**config.mk**
```make
export PLATFORM = sky130hd
export DESIGN_NAME = sfs_status_framing
export DESIGN_NICKNAME = d
export VERILOG_FILES = /design/src/include/sfs_pkg.sv /design/src/logic/sfs_status_framing.sv
export VERILOG_INCLUDE_DIRS = /design/src /design/src/include
export SDC_FILE = /design/constraint.sdc
export NUM_CORES = 1
export LEC_CHECK = 0
export ABC_CLOCK_PERIOD_IN_PS = 4500
export BUFFER_PORTS_ARGS = -buffer_cell sky130_fd_sc_hd__buf_4
export CAP_MARGIN = 20
export CORE_AREA = 2 2 146 148
export CTS_CLUSTER_DIAMETER = 120
export DETAILED_ROUTE_END_ITERATION = 10
export DIE_AREA = 0 0 148 150
export PLACE_DENSITY = 0.67
export SETUP_SLACK_MARGIN = 0.5
export SYNTH_ARGS = -nofsm -noshare
export SYNTH_HDL_FRONTEND = slang
export SYNTH_SLANG_ARGS = --single-unit
export TNS_END_PERCENT = 1
```
**constraint.sdc**
```tcl
create_clock -name core_clk -period 4.5 [get_ports core_clk]
set_clock_uncertainty 0.05 [all_clocks]
set_input_delay 0.225 -clock core_clk [delete_from_list [all_inputs] [get_ports core_clk]]
set_output_delay 0.225 -clock core_clk [all_outputs]
set_load 0.02 [all_outputs]
```
**src/include/sfs_regs.svh**
```systemverilog
// Constants for the flash status register and command framing block
`ifndef SFS_REGS_SVH
`define SFS_REGS_SVH
// ----------------------------------------------------------------------
// Command codes
// ----------------------------------------------------------------------
`define SFS_CMD_WRITE_PERMIT 8'h06
`define SFS_CMD_WRITE_FORBID 8'h04
`define SFS_CMD_READ_STAT_LO 8'h05
`define SFS_CMD_READ_STAT_HI 8'h35
`define SFS_CMD_STATUS_WRITE 8'h01
`define SFS_CMD_PAGE_PROGRAM 8'h02
`define SFS_CMD_SECTOR_ERASE 8'h20
`define SFS_CMD_BLOCK_ERASE32 8'h52
`define SFS_CMD_BLOCK_ERASE64 8'hD8
`define SFS_CMD_CHIP_ERASE_A 8'h60
`define SFS_CMD_CHIP_ERASE_B 8'hC7
`define SFS_CMD_POWER_DOWN 8'hB9
`define SFS_CMD_POWER_UP 8'hAB
`define SFS_CMD_SUSPEND 8'h75
`define SFS_CMD_RESUME 8'h7A
`define SFS_CMD_RESET_ARM 8'h66
`define SFS_CMD_RESET_GO 8'h99
`define SFS_CMD_SEC_ERASE 8'h44
`define SFS_CMD_SEC_PROGRAM 8'h42
// ----------------------------------------------------------------------
// Status register layout and reset value
// ----------------------------------------------------------------------
`define SFS_STATUS_RESET 16'h0000
`define SFS_WRITABLE_MASK 16'h7BFC
`define SFS_SEC_INDEX_LSB 12
`define SFS_ARRAY_TOP 24'h80_0000
// ----------------------------------------------------------------------
// Busy durations in core clock cycles
// ----------------------------------------------------------------------
`define SFS_SR_CYCLES 200
`define SFS_PROG_CYCLES 500
`define SFS_ERASE_CYCLES 2000
`define SFS_CHIP_CYCLES 4000
`endif

```
**src/include/sfs_pkg.sv**
```systemverilog
// Types shared by the flash status register and framing block
package sfs_pkg;
  typedef enum logic [2:0] {
    SFS_IDLE = 3'h1,
    SFS_RUN = 3'h2,
    SFS_SUSP = 3'h4
  } sfs_state_e;

  typedef enum logic [2:0] {
    SFS_OP_SR = 3'h0,
    SFS_OP_PROG = 3'h1,
    SFS_OP_ERASE = 3'h2,
    SFS_OP_CHIP = 3'h3,
    SFS_OP_SEC_PROG = 3'h4,
    SFS_OP_SEC_ERASE = 3'h5
  } sfs_op_e;

  // Bit 15 down to bit 0
  typedef struct packed {
    logic eraseSuspendedFlag;
    logic protectComplement;
    logic [2:0] securityLockBits;
    logic programSuspendedFlag;
    logic quadLinesEnable;
    logic statusProtectHi;
    logic statusProtectLo;
    logic [4:0] blockProtectField;
    logic writePermitLatch;
    logic busyFlag;
  } sfs_status_s;

  typedef struct packed {
    sfs_op_e kind;
    logic [23:0] addr;
  } sfs_opreq_s;
endpackage

```
**src/logic/sfs_status_framing.sv**
```systemverilog
// Status register and serial command framing of the flash device
`timescale 1ns/1ps
`include "sfs_regs.svh"

module sfs_status_framing #(
  parameter int SR_CYCLES = `SFS_SR_CYCLES,
  parameter int PROG_CYCLES = `SFS_PROG_CYCLES,
  parameter int ERASE_CYCLES = `SFS_ERASE_CYCLES,
  parameter int CHIP_CYCLES = `SFS_CHIP_CYCLES
) (
  input wire logic core_clk,
  input wire logic rst_n,
  input wire logic ce,
  input wire logic sclk,
  input wire logic cs_n,
  input wire logic si,
  input wire logic wp_n,
  input wire logic [15:0] nvImage,
  output logic so,
  output logic soOe_n,
  output logic [15:0] statusWord,
  output logic quadEnable,
  output logic powerDown,
  output logic opStart,
  output sfs_pkg::sfs_opreq_s opReq
);

  // --------------------------------------------------------------------
  // Region decode
  // --------------------------------------------------------------------
  function automatic logic sfsProtHit(input logic [23:0] a,
                                      input logic [4:0] bp,
                                      input logic cmpl);
    logic [23:0] size;
    logic [23:0] sum;
    logic [2:0] amt;
    logic hit;
    amt = (bp[2:0] >= 3'h4) ? 3'h3 : 3'(bp[2:0] - 3'h1);
    size = bp[4] ? (24'h00_1000 << amt) : (24'h01_0000 << bp[2:0]);
    sum = {1'b0, a[22:0]} + size;
    if (bp[2:0] == 3'h0) begin
      hit = 1'b0;
    end else if (bp[2:0] == 3'h7) begin
      hit = 1'b1;
    end else if (bp[3]) begin
      hit = (a[22:0] < size[22:0]);
    end else begin
      hit = sum[23];
    end
    return hit ^ cmpl;
  endfunction

  // --------------------------------------------------------------------
  // Pin synchronisers
  // --------------------------------------------------------------------
  logic [2:0] sclkSh_ff;
  logic [2:0] csSh_ff;
  logic [1:0] siSh_ff;
  logic [1:0] wpSh_ff;

  always_ff @(posedge core_clk or negedge rst_n) begin
    if (!rst_n) begin
      sclkSh_ff <= 3'h0;
      csSh_ff <= 3'h7;
      siSh_ff <= 2'h0;
      wpSh_ff <= 2'h3;
    end else if (ce) begin
      sclkSh_ff <= {sclkSh_ff[1:0], sclk};
      csSh_ff <= {csSh_ff[1:0], cs_n};
      siSh_ff <= {siSh_ff[0], si};
      wpSh_ff <= {wpSh_ff[0], wp_n};
    end
  end

  wire sclkRise = sclkSh_ff[1] & ~sclkSh_ff[2];
  wire sclkFall = ~sclkSh_ff[1] & sclkSh_ff[2];
  wire csActive = ~csSh_ff[1];
  wire csFall = ~csSh_ff[1] & csSh_ff[2];
  wire csRise = csSh_ff[1] & ~csSh_ff[2];

  // --------------------------------------------------------------------
  // Serial shifter
  // --------------------------------------------------------------------
  logic [15:0] bitCnt_ff;
  logic [7:0] shift_ff;
  logic [7:0] opcode_ff;
  logic [23:0] addr_ff;
  logic [7:0] srLo_ff;
  logic [7:0] srHi_ff;

  wire [7:0] nxtShift = {shift_ff[6:0], siSh_ff[1]};
  wire [12:0] byteNo = bitCnt_ff[15:3];
  wire byteDone = sclkRise & csActive & (bitCnt_ff[2:0] == 3'h7);
  wire bitTake = sclkRise & csActive & (bitCnt_ff != 16'hFFFF);

  always_ff @(posedge core_clk or negedge rst_n) begin
    if (!rst_n) begin
      bitCnt_ff <= 16'h0000;
      shift_ff <= 8'h00;
    end else if (ce) begin
      if (csFall) begin
        bitCnt_ff <= 16'h0000;
      end else if (bitTake) begin
        bitCnt_ff <= bitCnt_ff + 16'h0001;
        shift_ff <= nxtShift;
      end
    end
  end

  always_ff @(posedge core_clk or negedge rst_n) begin
    if (!rst_n) begin
      opcode_ff <= 8'h00;
      addr_ff <= 24'h00_0000;
      srLo_ff <= 8'h00;
      srHi_ff <= 8'h00;
    end else if (ce && byteDone) begin
      if (byteNo == 13'h0000) begin
        opcode_ff <= nxtShift;
      end
      if (byteNo >= 13'h0001 && byteNo <= 13'h0003) begin
        addr_ff <= {addr_ff[15:0], nxtShift};
      end
      if (byteNo == 13'h0001) begin
        srLo_ff <= nxtShift;
      end
      if (byteNo == 13'h0002) begin
        srHi_ff <= nxtShift;
      end
    end
  end

  // --------------------------------------------------------------------
  // Command decode at select release
  // --------------------------------------------------------------------
  sfs_pkg::sfs_status_s status_ff;
  sfs_pkg::sfs_state_e state_ff;
  sfs_pkg::sfs_op_e kind_ff;
  logic [15:0] cnt_ff;
  logic down_ff;
  logic arm_ff;
  logic loadPend_ff;

  wire [12:0] nBytes = bitCnt_ff[15:3];
  wire aligned = (bitCnt_ff[2:0] == 3'h0);
  wire oneByte = aligned & (nBytes == 13'h0001);
  wire isIdle = (state_ff == sfs_pkg::SFS_IDLE);
  wire isRun = (state_ff == sfs_pkg::SFS_RUN);
  wire isSusp = (state_ff == sfs_pkg::SFS_SUSP);
  wire cmdUp = (opcode_ff == `SFS_CMD_POWER_UP);
  wire cmdArm = (opcode_ff == `SFS_CMD_RESET_ARM);
  wire cmdGo = (opcode_ff == `SFS_CMD_RESET_GO);
  // Deep power-down ignores everything but release and reset
  wire accept = csRise & ~loadPend_ff
    & (~down_ff | cmdUp | cmdArm | cmdGo);
  wire canWrite = status_ff.writePermitLatch & isIdle;
  wire wpHigh = wpSh_ff[1] | status_ff.quadLinesEnable;
  wire srWritable = status_ff.statusProtectHi ? 1'b0
    : (status_ff.statusProtectLo ? wpHigh : 1'b1);
  wire protHit = sfsProtHit(addr_ff, status_ff.blockProtectField,
                            status_ff.protectComplement);
  wire [2:0] lowBp = status_ff.blockProtectField[2:0];
  wire ceAllowed = (lowBp == 3'h0 & ~status_ff.protectComplement)
    | (lowBp == 3'h7 & status_ff.protectComplement);
  wire [1:0] secIdx = addr_ff[`SFS_SEC_INDEX_LSB+1:`SFS_SEC_INDEX_LSB];
  wire secLocked = (secIdx != 2'h0)
    & status_ff.securityLockBits[2'(secIdx - 2'h1)];
  wire cmdErase = (opcode_ff == `SFS_CMD_SECTOR_ERASE)
    | (opcode_ff == `SFS_CMD_BLOCK_ERASE32)
    | (opcode_ff == `SFS_CMD_BLOCK_ERASE64);
  wire cmdChip = (opcode_ff == `SFS_CMD_CHIP_ERASE_A)
    | (opcode_ff == `SFS_CMD_CHIP_ERASE_B);

  wire goPermit = accept & oneByte & isIdle
    & (opcode_ff == `SFS_CMD_WRITE_PERMIT);
  wire goForbid = accept & oneByte
    & (opcode_ff == `SFS_CMD_WRITE_FORBID);
  wire goStatus = accept & aligned & canWrite & srWritable
    & (nBytes == 13'h0002 | nBytes == 13'h0003)
    & (opcode_ff == `SFS_CMD_STATUS_WRITE);
  // A partial data byte fails alignment, so the latch stays set
  wire goProgram = accept & aligned & canWrite & ~protHit
    & (nBytes >= 13'h0005) & (opcode_ff == `SFS_CMD_PAGE_PROGRAM);
  wire goErase = accept & aligned & canWrite & ~protHit
    & (nBytes == 13'h0004) & cmdErase;
  wire goChip = accept & oneByte & canWrite & ceAllowed & cmdChip;
  wire goSecErase = accept & aligned & canWrite & ~secLocked
    & (nBytes == 13'h0004) & (opcode_ff == `SFS_CMD_SEC_ERASE);
  wire goSecProg = accept & aligned & canWrite & ~secLocked
    & (nBytes >= 13'h0005) & (opcode_ff == `SFS_CMD_SEC_PROGRAM);
  wire goDown = accept & oneByte & isIdle
    & (opcode_ff == `SFS_CMD_POWER_DOWN);
  wire goUp = accept & cmdUp;
  wire goSuspend = accept & isRun & (opcode_ff == `SFS_CMD_SUSPEND)
    & (kind_ff == sfs_pkg::SFS_OP_PROG | kind_ff == sfs_pkg::SFS_OP_ERASE);
  wire goResume = accept & isSusp & (opcode_ff == `SFS_CMD_RESUME);
  wire goArm = accept & oneByte & cmdArm;
  wire goReset = accept & oneByte & cmdGo & arm_ff;

  wire startAny = goStatus | goProgram | goErase | goChip
    | goSecErase | goSecProg;
  wire sfs_pkg::sfs_op_e startKind =
    goStatus ? sfs_pkg::SFS_OP_SR :
    goProgram ? sfs_pkg::SFS_OP_PROG :
    goErase ? sfs_pkg::SFS_OP_ERASE :
    goChip ? sfs_pkg::SFS_OP_CHIP :
    goSecErase ? sfs_pkg::SFS_OP_SEC_ERASE : sfs_pkg::SFS_OP_SEC_PROG;
  wire [15:0] startCnt =
    goStatus ? 16'(SR_CYCLES - 1) :
    (goProgram | goSecProg) ? 16'(PROG_CYCLES - 1) :
    goChip ? 16'(CHIP_CYCLES - 1) : 16'(ERASE_CYCLES - 1);

  // --------------------------------------------------------------------
  // Status register image for a status write
  // --------------------------------------------------------------------
  wire [15:0] wrRaw = (nBytes == 13'h0003) ? {srHi_ff, srLo_ff}
                                           : {status_ff[15:8], srLo_ff};
  wire sfs_pkg::sfs_status_s wrMerged = sfs_pkg::sfs_status_s'(
    (status_ff & ~`SFS_WRITABLE_MASK) | (wrRaw & `SFS_WRITABLE_MASK));
  // Power-up image: lockdown mode falls back to software protection
  wire sfs_pkg::sfs_status_s nvLoad = sfs_pkg::sfs_status_s'(
    nvImage & `SFS_WRITABLE_MASK);

  sfs_pkg::sfs_status_s nxtStatus;
  sfs_pkg::sfs_state_e nxtState;
  logic [15:0] nxtCnt;

  always_comb begin
    nxtStatus = status_ff;
    nxtState = state_ff;
    nxtCnt = cnt_ff;
    if (loadPend_ff) begin
      nxtStatus = nvLoad;
      if (nvLoad.statusProtectHi & ~nvLoad.statusProtectLo) begin
        nxtStatus.statusProtectHi = 1'b0;
      end
    end else begin
      if (isRun) begin
        if (cnt_ff == 16'h0000) begin
          nxtState = sfs_pkg::SFS_IDLE;
        end else begin
          nxtCnt = cnt_ff - 16'h0001;
        end
      end
      if (startAny) begin
        nxtState = sfs_pkg::SFS_RUN;
        nxtCnt = startCnt;
      end
      if (goStatus) begin
        nxtStatus = wrMerged;
        nxtStatus.securityLockBits = status_ff.securityLockBits
          | wrMerged.securityLockBits;
      end
      if (goSuspend) begin
        nxtState = sfs_pkg::SFS_SUSP;
        if (kind_ff == sfs_pkg::SFS_OP_ERASE) begin
          nxtStatus.eraseSuspendedFlag = 1'b1;
        end else begin
          nxtStatus.programSuspendedFlag = 1'b1;
        end
      end
      if (goResume | goReset) begin
        nxtState = goReset ? sfs_pkg::SFS_IDLE : sfs_pkg::SFS_RUN;
        nxtStatus.eraseSuspendedFlag = 1'b0;
        nxtStatus.programSuspendedFlag = 1'b0;
      end
      if (goPermit) begin
        nxtStatus.writePermitLatch = 1'b1;
      end else if (goForbid | startAny | goReset) begin
        nxtStatus.writePermitLatch = 1'b0;
      end
    end
    nxtStatus.busyFlag = (nxtState == sfs_pkg::SFS_RUN);
  end

  always_ff @(posedge core_clk or negedge rst_n) begin
    if (!rst_n) begin
      status_ff <= sfs_pkg::sfs_status_s'(`SFS_STATUS_RESET);
      state_ff <= sfs_pkg::SFS_IDLE;
      cnt_ff <= 16'h0000;
      loadPend_ff <= 1'b1;
    end else if (ce) begin
      status_ff <= nxtStatus;
      state_ff <= nxtState;
      cnt_ff <= nxtCnt;
      loadPend_ff <= 1'b0;
    end
  end

  always_ff @(posedge core_clk or negedge rst_n) begin
    if (!rst_n) begin
      kind_ff <= sfs_pkg::SFS_OP_SR;
      down_ff <= 1'b0;
      arm_ff <= 1'b0;
    end else if (ce) begin
      if (startAny) begin
        kind_ff <= startKind;
      end
      if (goDown) begin
        down_ff <= 1'b1;
      end else if (goUp | goReset) begin
        down_ff <= 1'b0;
      end
      if (accept) begin
        arm_ff <= goArm;
      end
    end
  end

  // --------------------------------------------------------------------
  // Read-out and outputs
  // --------------------------------------------------------------------
  // Status bits are re-read at every output bit, so polling sees live busy
  wire readCmd = (opcode_ff == `SFS_CMD_READ_STAT_LO)
    | (opcode_ff == `SFS_CMD_READ_STAT_HI);
  wire reading = csActive & readCmd & ~down_ff
    & (bitCnt_ff >= 16'h0008);
  wire [7:0] rdByte = (opcode_ff == `SFS_CMD_READ_STAT_LO)
    ? status_ff[7:0] : status_ff[15:8];
  logic so_ff;
  logic soOeN_ff;
  logic opStart_ff;
  sfs_pkg::sfs_opreq_s opReq_ff;

  always_ff @(posedge core_clk or negedge rst_n) begin
    if (!rst_n) begin
      so_ff <= 1'b0;
      soOeN_ff <= 1'b1;
      opStart_ff <= 1'b0;
      opReq_ff <= '0;
    end else if (ce) begin
      soOeN_ff <= ~reading;
      if (reading & sclkFall) begin
        so_ff <= rdByte[3'(~bitCnt_ff[2:0])];
      end
      opStart_ff <= startAny & ~goStatus;
      if (startAny) begin
        opReq_ff <= '{kind: startKind, addr: addr_ff};
      end
    end
  end

  assign so = so_ff;
  assign soOe_n = soOeN_ff;
  assign statusWord = status_ff;
  assign quadEnable = status_ff.quadLinesEnable;
  assign powerDown = down_ff;
  assign opStart = opStart_ff;
  assign opReq = opReq_ff;
endmodule

```
**After elaboration in Yosys (flattened, before gate mapping)**

Index checks and enable logic that the tools add are counted.

- Flip-flop bits (word level): 148
- Input port bits: 23
- Output and inout port bits: 48
- Logic and storage cells: 239

- $add $sub $neg: 5
- $lt $le $gt $ge: 8
- Equal/unequal tests: 33
- Shift operators: 2
- Mux-type cells: 46
- Bitwise operators: 90
- Reductions and logical operators: 25

Operators by type and width:

| cell | number |
|---|---|
| 16-bit two-way mux | 7 |
| 8-bit by 7-bit equality test with 1-bit output, second input constant | 7 |
| 1-bit bitwise AND | 52 |
| 8-bit equality test, second input constant | 5 |
| 12-bit two-way mux | 3 |
| 3-bit two-way mux | 11 |
| 13-bit by 2-bit equality test with 1-bit output, second input constant | 2 |
| 23-bit by 24-bit adder with 24-bit output | 1 |
| 8-bit by 3-bit equality test with 1-bit output, second input constant | 3 |
| 24-bit two-way mux | 1 |
| 13-bit by 3-bit << shifter with 24-bit output, first input constant | 1 |
| 17-bit by 3-bit << shifter with 24-bit output, first input constant | 1 |
| 23-bit less-than comparator | 1 |
| 2-bit AND reduction | 11 |
| 1-bit OR | 21 |
| 1-bit two-way mux | 19 |
| 16-bit by 1-bit adder with 16-bit output, second input constant | 1 |
| 8-bit by 6-bit equality test with 1-bit output, second input constant | 2 |
| 16-bit by 4-bit greater-or-equal comparator with 1-bit output, second input constant | 1 |
| 16-bit logical NOT | 1 |
| 16-bit inequality test, second input constant | 1 |
| 16-bit by 15-bit OR with 16-bit output | 1 |
| 16-bit by 1-bit subtractor with 16-bit output, second input constant | 1 |
| 15-bit two-way mux | 1 |
| other kinds (31) | 54 |

**Logic depth before layout (Yosys ltp)**

- Depth in word-level cells: 23
- Gate-level depth with buffers: 16
- Gate-level depth less buffers: 15

**Worst setup path before layout**

Ideal clock, no wire load.

- Path kind: flip-flop to flip-flop
- Start: reg status_ff, in the netlist statusWord[2]
- End: reg opReq_ff, in the netlist opReq[0]
- Library setup time: 0.125 ns
- Arrival: 3.961 ns
- Required time: 4.325 ns
- Path slack: 0.364 ns
- Cell stages (with the launch flop): 15
- Buffers on the path: 1
- Period minus slack after synthesis: 4.136 ns
- Path through: dfrtp_1 > inv_1 > ha_1 > nand4b_1 > a21oi_1 > ha_1 > or4b_1 > a2111oi_2 > nor3_1 > a2111oi_2 > o221ai_2 > o211ai_4 > and2_4 > buf_6 > mux2_4

- Cells in the longest elaborated chain, start to end: 19
- Elaborated cells between the ends (all ways): 31
- Those cells by class: 2 x add/sub; 2 x order compare; 1 x eq/ne; 2 x shift; 5 x mux; 17 x bitwise; 2 x reduce/logical

Ends and longest elaborated chain:

| item | RTL line | text |
|---|---|---|
| start: declaration | sfs_status_framing.sv:135 | `sfs_pkg::sfs_status_s status_ff;` |
| start signal: assignment | sfs_status_framing.sv:277 | `` status_ff <= sfs_pkg::sfs_status_s'(`SFS_STATUS_RESET); `` |
| start signal: assignment | sfs_status_framing.sv:282 | `status_ff <= nxtStatus;` |
| 3-bit by 1-bit subtractor with 3-bit output / 3-bit greater-or-equal comparator (equally long branches) | sfs_status_framing.sv:38 | `amt = (bp[2:0] >= 3'h4) ? 3'h3 : 3'(bp[2:0] - 3'h1);` |
| 3-bit two-way mux | sfs_status_framing.sv:38 |  |
| 13-bit by 3-bit << shifter with 24-bit output | sfs_status_framing.sv:39 | `size = bp[4] ? (24'h00_1000 << amt) : (24'h01_0000 << bp[2:0]);` |
| 24-bit two-way mux | sfs_status_framing.sv:39 |  |
| 23-bit by 24-bit adder with 24-bit output / 23-bit less-than comparator (equally long branches) | sfs_status_framing.sv:40, sfs_status_framing.sv:46 |  |
| 1-bit two-way mux | sfs_status_framing.sv:45 | `end else if (bp[3]) begin` |
| 1-bit two-way mux | sfs_status_framing.sv:43 | `end else if (bp[2:0] == 3'h7) begin` |
| 1-bit two-way mux | sfs_status_framing.sv:41 | `if (bp[2:0] == 3'h0) begin` |
| 1-bit bitwise XOR | sfs_status_framing.sv:50 | `return hit ^ cmpl;` |
| 1-bit inverter | sfs_status_framing.sv:181, sfs_status_framing.sv:183 |  |
| 1-bit bitwise AND | sfs_status_framing.sv:181, sfs_status_framing.sv:183 |  |
| 1-bit bitwise AND | sfs_status_framing.sv:182 | `` & (nBytes >= 13'h0005) & (opcode_ff == `SFS_CMD_PAGE_PROGRAM); `` |
| 1-bit bitwise AND | sfs_status_framing.sv:181 | `wire goProgram = accept & aligned & canWrite & ~protHit` |
| 1-bit OR (2 in series) | sfs_status_framing.sv:199 | `wire startAny = goStatus \| goProgram \| goErase \| goChip` |
| 1-bit OR * | sfs_status_framing.sv:199 |  |
| 1-bit OR * (2 in series) | sfs_status_framing.sv:200 | `\| goSecErase \| goSecProg;` |
| 2-bit AND reduction (no line) * | - |  |
| end signal: assignment | sfs_status_framing.sv:337 | `opReq_ff <= '{kind: startKind, addr: addr_ff};` |
| end: declaration | sfs_status_framing.sv:322 | `sfs_pkg::sfs_opreq_s opReq_ff;` |

Mark *: on every way between the ends. The rest lies on a longest branch, timed or not.
A chain may end at the register's enable or synchronous reset.

**Final worst setup path**

- Start: reg status_ff, in the netlist statusWord[2]
- End: reg opReq_ff, in the netlist opReq[7]

The elaborated chain is that of the path after synthesis.

==> results.json <==
{
  "yosysWarnings": 0,
  "synth_ff_type": "dfrtp_1",
  "critPathLaunch": "statusWord[2]$_DFFE_PN0P_",
  "syn_avg_cell_area_um2": 10.4,
  "final_util_pct": 47.6,
  "seq_area_frac_synth_pct": 44.8,
  "antennaDiodeCount": 0,
  "fin_nets": 918,
  "final_common_cell": "dfrtp_1",
  "cap_violations": 0,
  "layout-drive-gt1-share_pct": 29.5,
  "final_cells": 1150,
  "layout_common_cells": "dfrtp_1, buf_4, nand2_1",
  "path_clk_slew_ns": 0.07,
  "required_ns": 4.77,
  "antenna_found_initial": 0,
  "report.final.slew_viol_count": 0,
  "path_max_fanout": 6,
  "hold_path.class": "input port to flop",
  "drtPass1Iterations": 8,
  "synth_top_area_cell": "dfrtp_1",
  "grt_pass1_wl_um": 34000,
  "port_buffers": 66,
  "dp.cells": 1098,
  "place_hpwl_um": 14300,
  "drt_iter0_drc": 486,
  "fin_area_um2": 9850,
  "slew_headroom_pct": 36.8,
  "finalHoldViolCount": 0,
  "clock-sinks": 145,
  "place_congestion": 0.872,
  "drt_wl_total_um": 21100,
  "power_uw": 3230,
  "vias": 6520,
  "min_period_ns": 3.95,
  "rows": 53,
  "drc": 0,
  "critPathLaunchType": "flop",
  "powerDensity_nw_per_um2": 328,
  "worst_pin_slew_ns": 0.924,
  "synth_cell_type_count": 86,
  "grt_pass1_vias": 6295,
  "fp.dieH_um": 150,
  "critPathKind": "flop to flop",
  "fmax_mhz": 253,
  "fp.dieArea_um2": 22200,
  "io_pins": 71,
  "grt_usage_pct": 19.6,
  "syn_area_um2": 8110,
  "r2r_start": "statusWord[2]$_DFFE_PN0P_",
  "status": "finished, final reports clean",
  "holdCritStartpoint": "nvImage[14]",
  "power_leakage_uw": 0.00451,
  "grt_max_degree": 110,
  "synth_edf_count": 0,
  "cts_max_path_buffers": 2,
  "cts_inserted_buffers": 17,
  "postSynthCellCount": 777,
  "clock_latency_ns": 0.44,
  "setup_viol": 0,
  "place_area_um2": 8900,
  "arrival_ns": 4.22,
  "synth_fp_nets": 833,
  "ys_seq_elements": 145,
  "wire_per_inst_um": 18.4,
  "peakVddDrop_v": 0.000265,
  "tritoncts": "done",
  "synth_area_leaders": "dfrtp_1, mux2_2, ha_1, nand2_1, mux2_4",
  "synthArstFlopShare_pct": 100,
  "core_area_um2": 20700,
  "die_w_um": 148,
  "rsz0062_at_grt": "true",
  "grt_overflow": 0,
  "final_antenna_net_count": 0,
  "synthToLayoutAreaGrowth_pct": 21.4,
  "start_util_pct": 39.2,
  "end_kind": "flop",
  "htreeDepth": 4,
  "cts-root-buf": "clkbuf_16",
  "setup_tns_ns": 0,
  "netlist.area_leader.share_pct": 42.3,
  "min_period_over_period_pct": 87.7,
  "avgViaCountPerCell": 5.67
}
flip-flops by register name, summed over array words and instances (netlist names):
name / count
siSh_ff: 2
state_ff: 3
addr_ff: 24
srHi_ff: 6
so: 1
csSh_ff: 3
soOe_n: 1
shift_ff: 7
wpSh_ff: 2
opcode_ff: 8
quadEnable: 1
opReq: 27
statusWord: 15
arm_ff: 1
opStart: 1
loadPend_ff: 1
cnt_ff: 16
sclkSh_ff: 3
bitCnt_ff: 16
srLo_ff: 6
powerDown: 1
where the power goes:
part | internal (uW) | switching [uW] | total, uW
logic | 162 | 199 | 361
registers | 1360 | 90.1 | 1450
clock network | 797 | 616 | 1410
total | 2320 | 906 | 3230
routing by layer:
layer  vias up  routed length, um  global-route usage (%)
met3        39               1020                    3.54
li1       3024                  -                       -
met1      3261               9450                    26.9
met4         0                427                    7.43
met5         -                  0                       0
met2       196              10200                    31.1
cells in the mapped netlist, types with 7 or more instances:
cell,instances
dfstp_2,8
nand2b_1,8
nand4_1,10
a31oi_1,10
nor3_1,15
a22oi_1,9
or3_1,10
nor3b_1,7
a21oi_1,23
nor2b_1,16
clkbuf_1,14
a21o_1,7
inv_1,32
buf_2,7
nand2_1,81
nor4_1,9
o21ai_0,48
o31ai_1,8
nor2_1,56
nand3_1,26
mux2_2,59
ha_1,33
dfrtp_1,137
mux2_4,19
timing repair:
action                                 CTS  global route
resized for setup                       11            14
endpoints found under the hold margin  113             0
gates cloned                             1             1
setup endpoints to repair               41            45
pin swaps                                7             7
hold buffers                             8             0
buffers inserted                         8             1
cell type report:
type                       count  area (um^2)
clock inverter                13          141
tap                          275          344
sequential                   145         3640
inverter                      32          123
fill                        1918        10800
timing repair buffer          95          781
multi-input combinational    571         4370
clock buffer                  19          443
final timing paths:
check / endpoint / slack (ns) / cells after the start
setup / recovery: opReq[7]$_DFFE_PN0P_ / 0.55 / 15
hold / removal: statusWord[14]$_DFFE_PN0P_ / 0.05 / 3
setup reg to reg: opReq[7]$_DFFE_PN0P_ / 0.55 / 15
hold reg to reg: soOe_n$_DFFE_PN1P_ / 0.45 / 2
max in group asynchronous: csSh_ff[1]$_DFFE_PN1P_ / 2.99 / 4
min in group asynchronous: addr_ff[9]$_DFFE_PN0P_ / 0.19 / 2
critical path: stages, from the launching register on:
cell and delay, ns:
dfrtp_2 0.39, inv_4 0.07, ha_4 0.17, nand2b_4 0.14
or2_4 0.23, or3_4 0.41, ha_4 0.29, o211ai_1 0.13
a2111oi_4 0.44, nor3_4 0.09, a2111oi_4 0.35, o221ai_4 0.18
o211ai_4 0.24, buf_8 0.18, nand2_4 0.12, mux2_4 0.35
cell families (layout without fill, tap and decap cells):
family | after synthesis | count (layout) | synth area share (%)
muxes | 88 | 88 | 13.7
adders and majority gates | 33 | 33 | 5.09
and+or+nand+nor | 287 | 289 | 19.0
buffers and inverters | 63 | 159 | 3.45
DFF | 145 | 145 | 44.8
AOI/OAI and AO/OA | 154 | 154 | 13.2
xor gates and xnor gates | 7 | 7 | 0.756
metrics by stage:
step | setup WS (ns) | hold slack [ns]
after floorplan | 0.518 | -0.121
after global placement | 0.305 | 0.385
after detailed placement | 0.190 | 0.391
after CTS | 0.506 | 0.0405
after global routing | 0.369 | 0.0628
final | 0.554 | 0.0507
Note: power is estimated with default switching activity, not from simulation.
